[src/pkg/enet_dma_params.svh]
// Register offsets, field positions, reset values and limits of the channel event and transmit DMA block.
`ifndef ENET_DMA_PARAMS_SVH
`define ENET_DMA_PARAMS_SVH

// ==========================================================================
// Register addresses
`define ADDR_TX_PEND      28'h8c02000
`define ADDR_TX_CFG       28'h8c02004
`define ADDR_STATUS       28'h8c00100
`define ADDR_MASK         28'h8c00104

// ==========================================================================
// Reset values
`define CFG_RESET         11'h3fe
`define MASK_RESET        32'hff7fffff

// ==========================================================================
// Transmit configuration fields
`define CFG_EN_BIT        0
`define CFG_THR_LSB       1
`define CFG_THR_MSB       9
`define CFG_PACED_BIT     10
`define THR_MAX           9'h1bf

// ==========================================================================
// Status bit positions
`define ST_EXC_COL        12
`define ST_LATE_COL       13
`define ST_FIRST_COL      14
`define ST_DEFER          15
`define ST_RX_DONE        16
`define ST_RX_NO_DESC     17
`define ST_RX_ERR_ACK     18
`define ST_RX_LATE_ERR    19
`define ST_RX_PAR_ERR     20
`define ST_RX_TAG_ERR     21
`define ST_OWN_LOSS       22
`define ST_MIF            23
`define ST_TX_DONE        24
`define ST_TX_ALL         25
`define ST_TX_ERR_ACK     26
`define ST_TX_LATE_ERR    27
`define ST_TX_PAR_ERR     28
`define ST_TX_TAG_ERR     29
`define ST_SLV_ERR_ACK    30
`define ST_SLV_PAR_ERR    31

// ==========================================================================
// Bus encodings and counter limits
`define SB_SIZE_WORD      3'h0
`define WRAP8_TOP         8'hff
`define WRAP16_TOP        16'hffff

`endif

[src/pkg/enet_dma_pkg.sv]
// Types shared by the channel event and transmit DMA block.
package enet_dma_pkg;

  // ========================================================================
  // Programmed I/O request and answer
  typedef struct packed {
    logic        sel;
    logic        wr;
    logic [2:0]  size;
    logic [27:0] addr;
    logic [31:0] wdata;
    logic        wpar;
  } pio_req_t;

  typedef struct packed {
    logic        ack;
    logic        err_ack;
    logic [31:0] rdata;
  } pio_rsp_t;

  // ========================================================================
  // MAC counter values watched for rollover
  typedef struct packed {
    logic [7:0]  exc_col;
    logic [7:0]  late_col;
    logic [15:0] first_col;
    logic [15:0] defer;
  } mac_cnt_t;

  // ========================================================================
  // One-cycle events from the receive and transmit DMA engines
  typedef struct packed {
    logic rx_done;
    logic rx_no_desc;
    logic rx_err_ack;
    logic rx_late_err;
    logic rx_par_err;
    logic rx_tag_err;
    logic tx_done;
    logic tx_all;
    logic tx_err_ack;
    logic tx_late_err;
    logic tx_par_err;
    logic tx_tag_err;
  } dma_evt_t;

  // Descriptor fetched by transmit load control.
  typedef struct packed {
    logic valid;
    logic own;
    logic end_of_packet_flag;
  } tx_desc_t;

  typedef enum logic [1:0] {TX_IDLE, TX_ACTIVE, TX_STOPPING} tx_state_t;

endpackage

[src/enet_dma_status_tx_control.sv]
// Channel event status, interrupt mask and transmit DMA command and configuration logic.
// How it works
// - Byte collision counters wrapping set bits 12, 13.
// - Word counters wrapping set bits 14, 15.
// - Receive frame in host memory sets 16.
// - No receive descriptor drops frame, sets 17.
// - Receive error ack sets 18, late 19.
// - Receive descriptor fetch parity error sets 20.
// - Receive unload tag error sets 21.
// - Unowned descriptor before end of packet: 22.
// - Bit 23 mirrors unmasked management interface interrupt.
// - Frame loaded into transmit FIFO sets 24.
// - All posted frames loaded, none owned: 25.
// - Transmit error ack sets 26, late 27.
// - Transmit read parity error sets 28.
// - Transmit unload tag error sets 29.
// - Non-word I/O cycle: error ack, bit 30.
// - I/O write parity error sets bit 31.
// - Pending wakes transmit DMA, self-clears when the wake-up is taken.
// - Enable arms load; clearing stops after buffer.
// - Threshold words gate MAC start, max 1BF.
// - Paced mode delays bit 25 until FIFO empty.
// - Configuration resets to 0x3FE.
// - Status read clears all bits except 23.
// - Unmasked events interrupt; mask resets, skips 23.
`timescale 1ns/1ns
`include "enet_dma_params.svh"

module enet_dma_status_tx_control
  import enet_dma_pkg::*;
#(
  parameter int FIFO_AW = 10
) (
  input  wire logic               mclk,
  input  wire logic               rst,
  input  wire pio_req_t           pio_req,
  output pio_rsp_t                pio_rsp_ff,
  input  wire logic               parity_check_en,
  input  wire logic [11:0]        mac_evt,
  input  wire mac_cnt_t           mac_cnt,
  input  wire dma_evt_t           dma_evt,
  input  wire tx_desc_t           tx_desc,
  input  wire logic               management_interface_event,
  input  wire logic               tx_wake_taken,
  input  wire logic               tx_buf_busy,
  input  wire logic               tx_buf_done,
  input  wire logic [FIFO_AW-1:0] txfifo_words,
  input  wire logic               txfifo_frame_loaded,
  input  wire logic               txfifo_empty,
  output logic                    irq_ff,
  output logic                    tx_wake_ff,
  output logic                    tx_run_ff,
  output logic                    xmit_go_ff
);

  // ========================================================================
  // Address and size decoding
  function automatic logic hit(input pio_req_t r, input logic [27:0] a);
    hit = r.sel && (r.addr == a) && (r.size == `SB_SIZE_WORD);
  endfunction

  logic        size_bad;
  logic        par_bad;
  logic        wr_ok;
  logic        rd_status;

  always_comb begin
    size_bad  = pio_req.sel && (pio_req.size != `SB_SIZE_WORD);
    par_bad   = pio_req.sel && pio_req.wr && parity_check_en && (^{pio_req.wdata, pio_req.wpar});
    wr_ok     = pio_req.wr && !par_bad;
    rd_status = hit(pio_req, `ADDR_STATUS) && !pio_req.wr;
  end

  // ========================================================================
  // Registers written by software
  logic [10:0] cfg_ff;
  logic [31:0] mask_ff;
  logic        pend_ff;
  logic [31:0] status_ff;
  tx_state_t   state_ff;

  always_ff @(posedge mclk) begin
    if (rst) begin
      cfg_ff <= `CFG_RESET;
    end else if (hit(pio_req, `ADDR_TX_CFG) && wr_ok) begin
      cfg_ff <= pio_req.wdata[10:0];
    end
  end

  always_ff @(posedge mclk) begin
    if (rst) begin
      mask_ff <= `MASK_RESET;
    end else if (hit(pio_req, `ADDR_MASK) && wr_ok) begin
      mask_ff <= pio_req.wdata;
    end
  end

  // A new write of 1 wins over the acknowledge in the same cycle, so a packet
  // posted while the previous wake-up is being taken is never lost.
  always_ff @(posedge mclk) begin
    if (rst) begin
      pend_ff <= 1'b0;
    end else if (hit(pio_req, `ADDR_TX_PEND) && wr_ok && pio_req.wdata[0]) begin
      pend_ff <= 1'b1;
    end else if (tx_wake_taken) begin
      pend_ff <= 1'b0;
    end
  end

  // ========================================================================
  // Programmed I/O answer, one cycle after the request
  always_ff @(posedge mclk) begin
    if (rst) begin
      pio_rsp_ff <= '0;
    end else begin
      pio_rsp_ff.ack     <= pio_req.sel && !size_bad;
      pio_rsp_ff.err_ack <= size_bad;
      pio_rsp_ff.rdata   <= 32'h0000_0000;
      if (pio_req.sel && !pio_req.wr && !size_bad) begin
        if (pio_req.addr == `ADDR_STATUS) begin
          pio_rsp_ff.rdata <= status_ff;
        end else if (pio_req.addr == `ADDR_MASK) begin
          pio_rsp_ff.rdata <= mask_ff;
        end else if (pio_req.addr == `ADDR_TX_CFG) begin
          pio_rsp_ff.rdata <= {21'h0, cfg_ff};
        end else if (pio_req.addr == `ADDR_TX_PEND) begin
          pio_rsp_ff.rdata <= {31'h0, pend_ff};
        end
      end
    end
  end

  // ========================================================================
  // Counter rollover detection
  mac_cnt_t prev_cnt_ff;

  always_ff @(posedge mclk) begin
    if (rst) begin
      prev_cnt_ff <= '0;
    end else begin
      prev_cnt_ff <= mac_cnt;
    end
  end

  // ========================================================================
  // Frame tracking for transmit descriptors
  logic in_frame_ff;
  logic own_loss;

  always_comb begin
    own_loss = tx_desc.valid && !tx_desc.own && in_frame_ff;
  end

  always_ff @(posedge mclk) begin
    if (rst) begin
      in_frame_ff <= 1'b0;
    end else if (tx_desc.valid) begin
      in_frame_ff <= tx_desc.own && !tx_desc.end_of_packet_flag;
    end
  end

  // ========================================================================
  // Paced mode holds the all-frames event until the FIFO drains
  logic tx_all_wait_ff;
  logic tx_all_set;

  always_comb begin
    tx_all_set = (dma_evt.tx_all && (!cfg_ff[`CFG_PACED_BIT] || txfifo_empty)) ||
                 (tx_all_wait_ff && txfifo_empty);
  end

  always_ff @(posedge mclk) begin
    if (rst) begin
      tx_all_wait_ff <= 1'b0;
    end else if (tx_all_set) begin
      tx_all_wait_ff <= 1'b0;
    end else if (dma_evt.tx_all && cfg_ff[`CFG_PACED_BIT]) begin
      tx_all_wait_ff <= 1'b1;
    end
  end

  // ========================================================================
  // Status register
  logic [31:0] set_vec;
  logic [31:0] clr_vec;

  always_comb begin
    set_vec = {20'h00000, mac_evt};
    set_vec[`ST_EXC_COL]     = prev_cnt_ff.exc_col == `WRAP8_TOP && mac_cnt.exc_col == 8'h00;
    set_vec[`ST_LATE_COL]    = prev_cnt_ff.late_col == `WRAP8_TOP && mac_cnt.late_col == 8'h00;
    set_vec[`ST_FIRST_COL]   = prev_cnt_ff.first_col == `WRAP16_TOP &&
                               mac_cnt.first_col == 16'h0000;
    set_vec[`ST_DEFER]       = prev_cnt_ff.defer == `WRAP16_TOP && mac_cnt.defer == 16'h0000;
    set_vec[`ST_RX_DONE]     = dma_evt.rx_done;
    set_vec[`ST_RX_NO_DESC]  = dma_evt.rx_no_desc;
    set_vec[`ST_RX_ERR_ACK]  = dma_evt.rx_err_ack;
    set_vec[`ST_RX_LATE_ERR] = dma_evt.rx_late_err;
    set_vec[`ST_RX_PAR_ERR]  = dma_evt.rx_par_err;
    set_vec[`ST_RX_TAG_ERR]  = dma_evt.rx_tag_err;
    set_vec[`ST_OWN_LOSS]    = own_loss;
    set_vec[`ST_MIF]         = 1'b0;
    set_vec[`ST_TX_DONE]     = dma_evt.tx_done;
    set_vec[`ST_TX_ALL]      = tx_all_set;
    set_vec[`ST_TX_ERR_ACK]  = dma_evt.tx_err_ack;
    set_vec[`ST_TX_LATE_ERR] = dma_evt.tx_late_err;
    set_vec[`ST_TX_PAR_ERR]  = dma_evt.tx_par_err;
    set_vec[`ST_TX_TAG_ERR]  = dma_evt.tx_tag_err;
    set_vec[`ST_SLV_ERR_ACK] = size_bad;
    set_vec[`ST_SLV_PAR_ERR] = par_bad;
    clr_vec = rd_status ? 32'hffffffff : 32'h00000000;
  end

  // Bit 23 is a live copy of the management interface request; it is cleared
  // at its source, so reading this register leaves it alone.
  always_ff @(posedge mclk) begin
    if (rst) begin
      status_ff <= 32'h00000000;
    end else begin
      status_ff              <= (status_ff & ~clr_vec) | set_vec;
      status_ff[`ST_MIF]     <= management_interface_event;
    end
  end

  // ========================================================================
  // Interrupt request
  always_ff @(posedge mclk) begin
    if (rst) begin
      irq_ff <= 1'b0;
    end else begin
      irq_ff <= |(status_ff & ~mask_ff & ~(32'h1 << `ST_MIF)) || status_ff[`ST_MIF];
    end
  end

  // ========================================================================
  // Transmit load control
  always_ff @(posedge mclk) begin
    if (rst) begin
      state_ff <= TX_IDLE;
    end else begin
      case (state_ff)
        TX_IDLE: begin
          if (cfg_ff[`CFG_EN_BIT] && pend_ff) begin
            state_ff <= TX_ACTIVE;
          end
        end
        TX_ACTIVE: begin
          if (!cfg_ff[`CFG_EN_BIT]) begin
            state_ff <= tx_buf_busy ? TX_STOPPING : TX_IDLE;
          end else if (dma_evt.tx_all && !pend_ff) begin
            state_ff <= TX_IDLE;
          end
        end
        TX_STOPPING: begin
          if (tx_buf_done) begin
            state_ff <= TX_IDLE;
          end
        end
        default: begin
          state_ff <= TX_IDLE;
        end
      endcase
    end
  end

  always_ff @(posedge mclk) begin
    if (rst) begin
      tx_wake_ff <= 1'b0;
      tx_run_ff  <= 1'b0;
    end else begin
      tx_wake_ff <= pend_ff && cfg_ff[`CFG_EN_BIT] && !tx_wake_taken;
      tx_run_ff  <= state_ff != TX_IDLE;
    end
  end

  // A threshold above the limit means the whole frame is buffered first.
  logic [8:0] thr;

  always_comb begin
    thr = cfg_ff[`CFG_THR_MSB:`CFG_THR_LSB];
  end

  always_ff @(posedge mclk) begin
    if (rst) begin
      xmit_go_ff <= 1'b0;
    end else if (thr > `THR_MAX) begin
      xmit_go_ff <= txfifo_frame_loaded;
    end else begin
      xmit_go_ff <= txfifo_frame_loaded ||
                    (txfifo_words >= FIFO_AW'(thr));
    end
  end
endmodule

[config.mk]
export PLATFORM = sky130hd
export DESIGN_NAME = enet_dma_status_tx_control
export DESIGN_NICKNAME = d
export VERILOG_FILES = /design/src/pkg/enet_dma_pkg.sv /design/src/enet_dma_status_tx_control.sv
export VERILOG_INCLUDE_DIRS = /design/src /design/src/pkg
export SDC_FILE = /design/constraint.sdc
export NUM_CORES = 1
export LEC_CHECK = 0
export BUFFER_PORTS_ARGS = -buffer_cell sky130_fd_sc_hd__buf_2
export CORE_MARGIN = 1.5
export CORE_UTILIZATION = 35
export DETAILED_ROUTE_END_ITERATION = 8
export GPL_TIMING_DRIVEN = 0
export PLACE_DENSITY_LB_ADDON = 0.25
export SLEW_MARGIN = 20
export SYNTH_ARGS = -nofsm -noshare
export SYNTH_HDL_FRONTEND = slang
export SYNTH_SLANG_ARGS = --single-unit
[constraint.sdc]
create_clock -name mclk -period 6.4 [get_ports mclk]
set_input_delay 0.96 -clock mclk [delete_from_list [all_inputs] [get_ports mclk]]
set_output_delay 0.96 -clock mclk [all_outputs]
set_load 0.005 [all_outputs]
==> flow_summary.yaml <==
floorplanning:
  num_rows: 49
  coreArea_um2: 17900
  ios: 198
  start_util: 0.357
  die_h_um: 138
  dieWidth_um: 138
  fp.dieArea_um2: 19100
placement:
  place_area_um2: 7660
  place.port_buffers: 197
  place_congestion: 0.805
  dpl.cell_count: 1104
  dp_hpwl_um: 14000
routing:
  drt_wl_total_um: 18200
  met3_length_um: 1200
  wl_met2_um: 8360
  dr.first_iter.drc_count: 371
  drc: 0
  via_count: 5524
  dr.max_layer_used: "met4"
  vias_per_cell: 4.86
  first_pass_iters: 5
  ant_nets: 0
  wl_met1_um: 8410
  wl_per_cell_um: 16.0
setup_path:
  critical-path-max-stage-delay_ps: 630
  worstPathMaxFanout: 10
  crit_family: "simple AND/OR/NAND/NOR gates"
  path_cells: "buf_2, nor4_1, nand4_1, nor4_1, nor2b_1, and2_1, clkbuf_1, clkbuf_1, a22oi_1, nor2_1"
  crit_type: "in -> reg"
  path_buf_inv: 3
  slowest_stage: "nor4_1"
  cp-end-kind: "register"
  crit_required_ps: 6740
  arrival_ps: 3630
  cp-start-kind: "input port"
sta:
  rsz0062_at_grt: "no"
  fin_crit_ps: 3290
  whs_ps: 452
  skew_ps: 5.43
  slew_violations: 0
  setup_viol: 0
  hold_violations: 0
  max_clock_freq_mhz: 304
  fin_crit_sh: 0.514
  slew_headroom: 0.459
  tns_ps: 0
  worst_pin_slew_ps: 804
synthesis:
  syn_inst: 678
  yosysMostFrequentCell: "dfxtp_1"
  synth_flop_cell: "dfxtp_1"
  synth_top_area_cell: "dfxtp_1"
  synth_area_um2: 6380
  ys.warnings.count: 0
  ys_seq_area_frac: 0.521
  syn_nets: 847
  synth-edff-count: 0
  yosys.cell_types.count: 42
  synth_commonest_cells: "dfxtp_1, nor2_1, nor2b_1"
  synth_top_area_frac: 0.521
  ys_ff_latch: 166
  synthArstFlopShare: 0
  yosys-top-cells-area: "dfxtp_1, mux2i_1, nor2b_1, nor2_1, xnor2_1"
  avgSynthCellArea_um2: 9.42
layout:
  layout-drive-gt1-share: 0.261
  fin_area_um2: 8290
  n_fill_cell: 1797
  nets: 1063
  syn_to_final_growth_pct: 29.9
  antennaDiodeCount: 0
  instances_no_fill: 1136
clock_network:
  cts_resized: 0
  clock_tree.buffer_depth: 2
  clkSlewWorstSetupHoldPaths_ps: 70
  clk_latency_ps: 420
  clock-sinks: 166
  ctsHoldBuffers: 0
  post_cts_buffers: 0
  cts_made_buffers: 17
  cts-root-buf: "clkbuf_16"
  htree_levels: 4
  cts_tree: "yes"
run_status:
  outcome: "finished clean"
power_and_ir_drop:
  peakVddDrop_mv: 0.188
  power.leakage_nw: 3.86
  p_per_area_nw_per_um2: 287
job:
  cap_violations: 0
global_route:
  grtUsageTotal: 0.192
  grt_max_degree: 17
  overflow: 0
  antenna_found_initial: 0
  first_global_vias: 5297
  grt_first_pass_wirelength_um: 28400
min_path:
  hp-class: "reg -> reg"
metrics by stage:
stage	util	setup slack, ps	power [mW]
after detailed placement	0.428	2700	1.30
after global routing	0.463	2700	2.47
final	0.463	3110	2.38
after floorplan	-	3610	1.21
after global placement	0.428	2720	1.30
after CTS	0.463	3150	2.40
sequential cells by signal (all words and copies together) (netlist names):
name,count
prev_cnt_ff,48
pio_rsp_ff,34
mask_ff,32
status_ff,32
cfg_ff,11
state_ff,2
in_frame_ff,1
irq_ff,1
pend_ff,1
tx_all_wait_ff,1
tx_run_ff,1
tx_wake_ff,1
xmit_go_ff,1
where the power goes:
group	internal [mW]	switching [mW]
clock network	0.670	0.431
registers	1.06	0.0155
logic	0.105	0.0944
total	1.84	0.541
cell usage in the layout (no fill, tap or decap), types with 20 or more instances in the layout:
cell,Yosys,routed
nand4_1,20,20
nor2b_1,54,54
a22oi_1,24,24
clkbuf_1,26,27
dfxtp_1,166,166
mux2i_1,35,35
nor2_1,88,88
a21oi_1,35,35
xnor2_1,25,25
buf_2,3,200
nand2_1,41,41
inv_1,44,44
layout make-up:
cell class,count,area [µm²],area share
inverter,45,169,0.0204
sequential,166,3320,0.401
timing repair buffer,197,986,0.119
clock inverter,13,194,0.0234
clock buffer,19,443,0.0534
multi-input combinational,433,2740,0.330
tap,229,287,0.0346
buffer,34,154,0.0186
logic make-up (layout without fill, tap and decap cells):
kind of cell / count (synthesis) / after routing / synth area share
multiplexers: 36 / 36 / 0.0584
XOR/XNOR: 29 / 29 / 0.0441
AO/OA/AOI/OAI: 106 / 106 / 0.109
AND/OR/NAND/NOR: 253 / 253 / 0.200
adder cells (fa/ha/maj): 9 / 9 / 0.0176
flip-flops: 166 / 166 / 0.521
buffers and inverters: 79 / 308 / 0.0506
final timing paths:
kind / start / end / slack (ps) / cells after the start
min: state_ff[1] / state_ff[0] / 450 / 1
min reg2reg: state_ff[1] / state_ff[0] / 450 / 1
max reg2reg: cfg_ff[1] / xmit_go_ff / 4460 / 9
max: pio_req[37] / pio_rsp_ff[19] / 3110 / 10
layer usage:
metal  vias to the layer above  GRT usage
li1                       2764          -
met1                      2531      0.254
met5                         -          0
met3                        19     0.0509
met2                       210      0.309
met4                         0     0.0554
(Power assumes the default switching activity.)
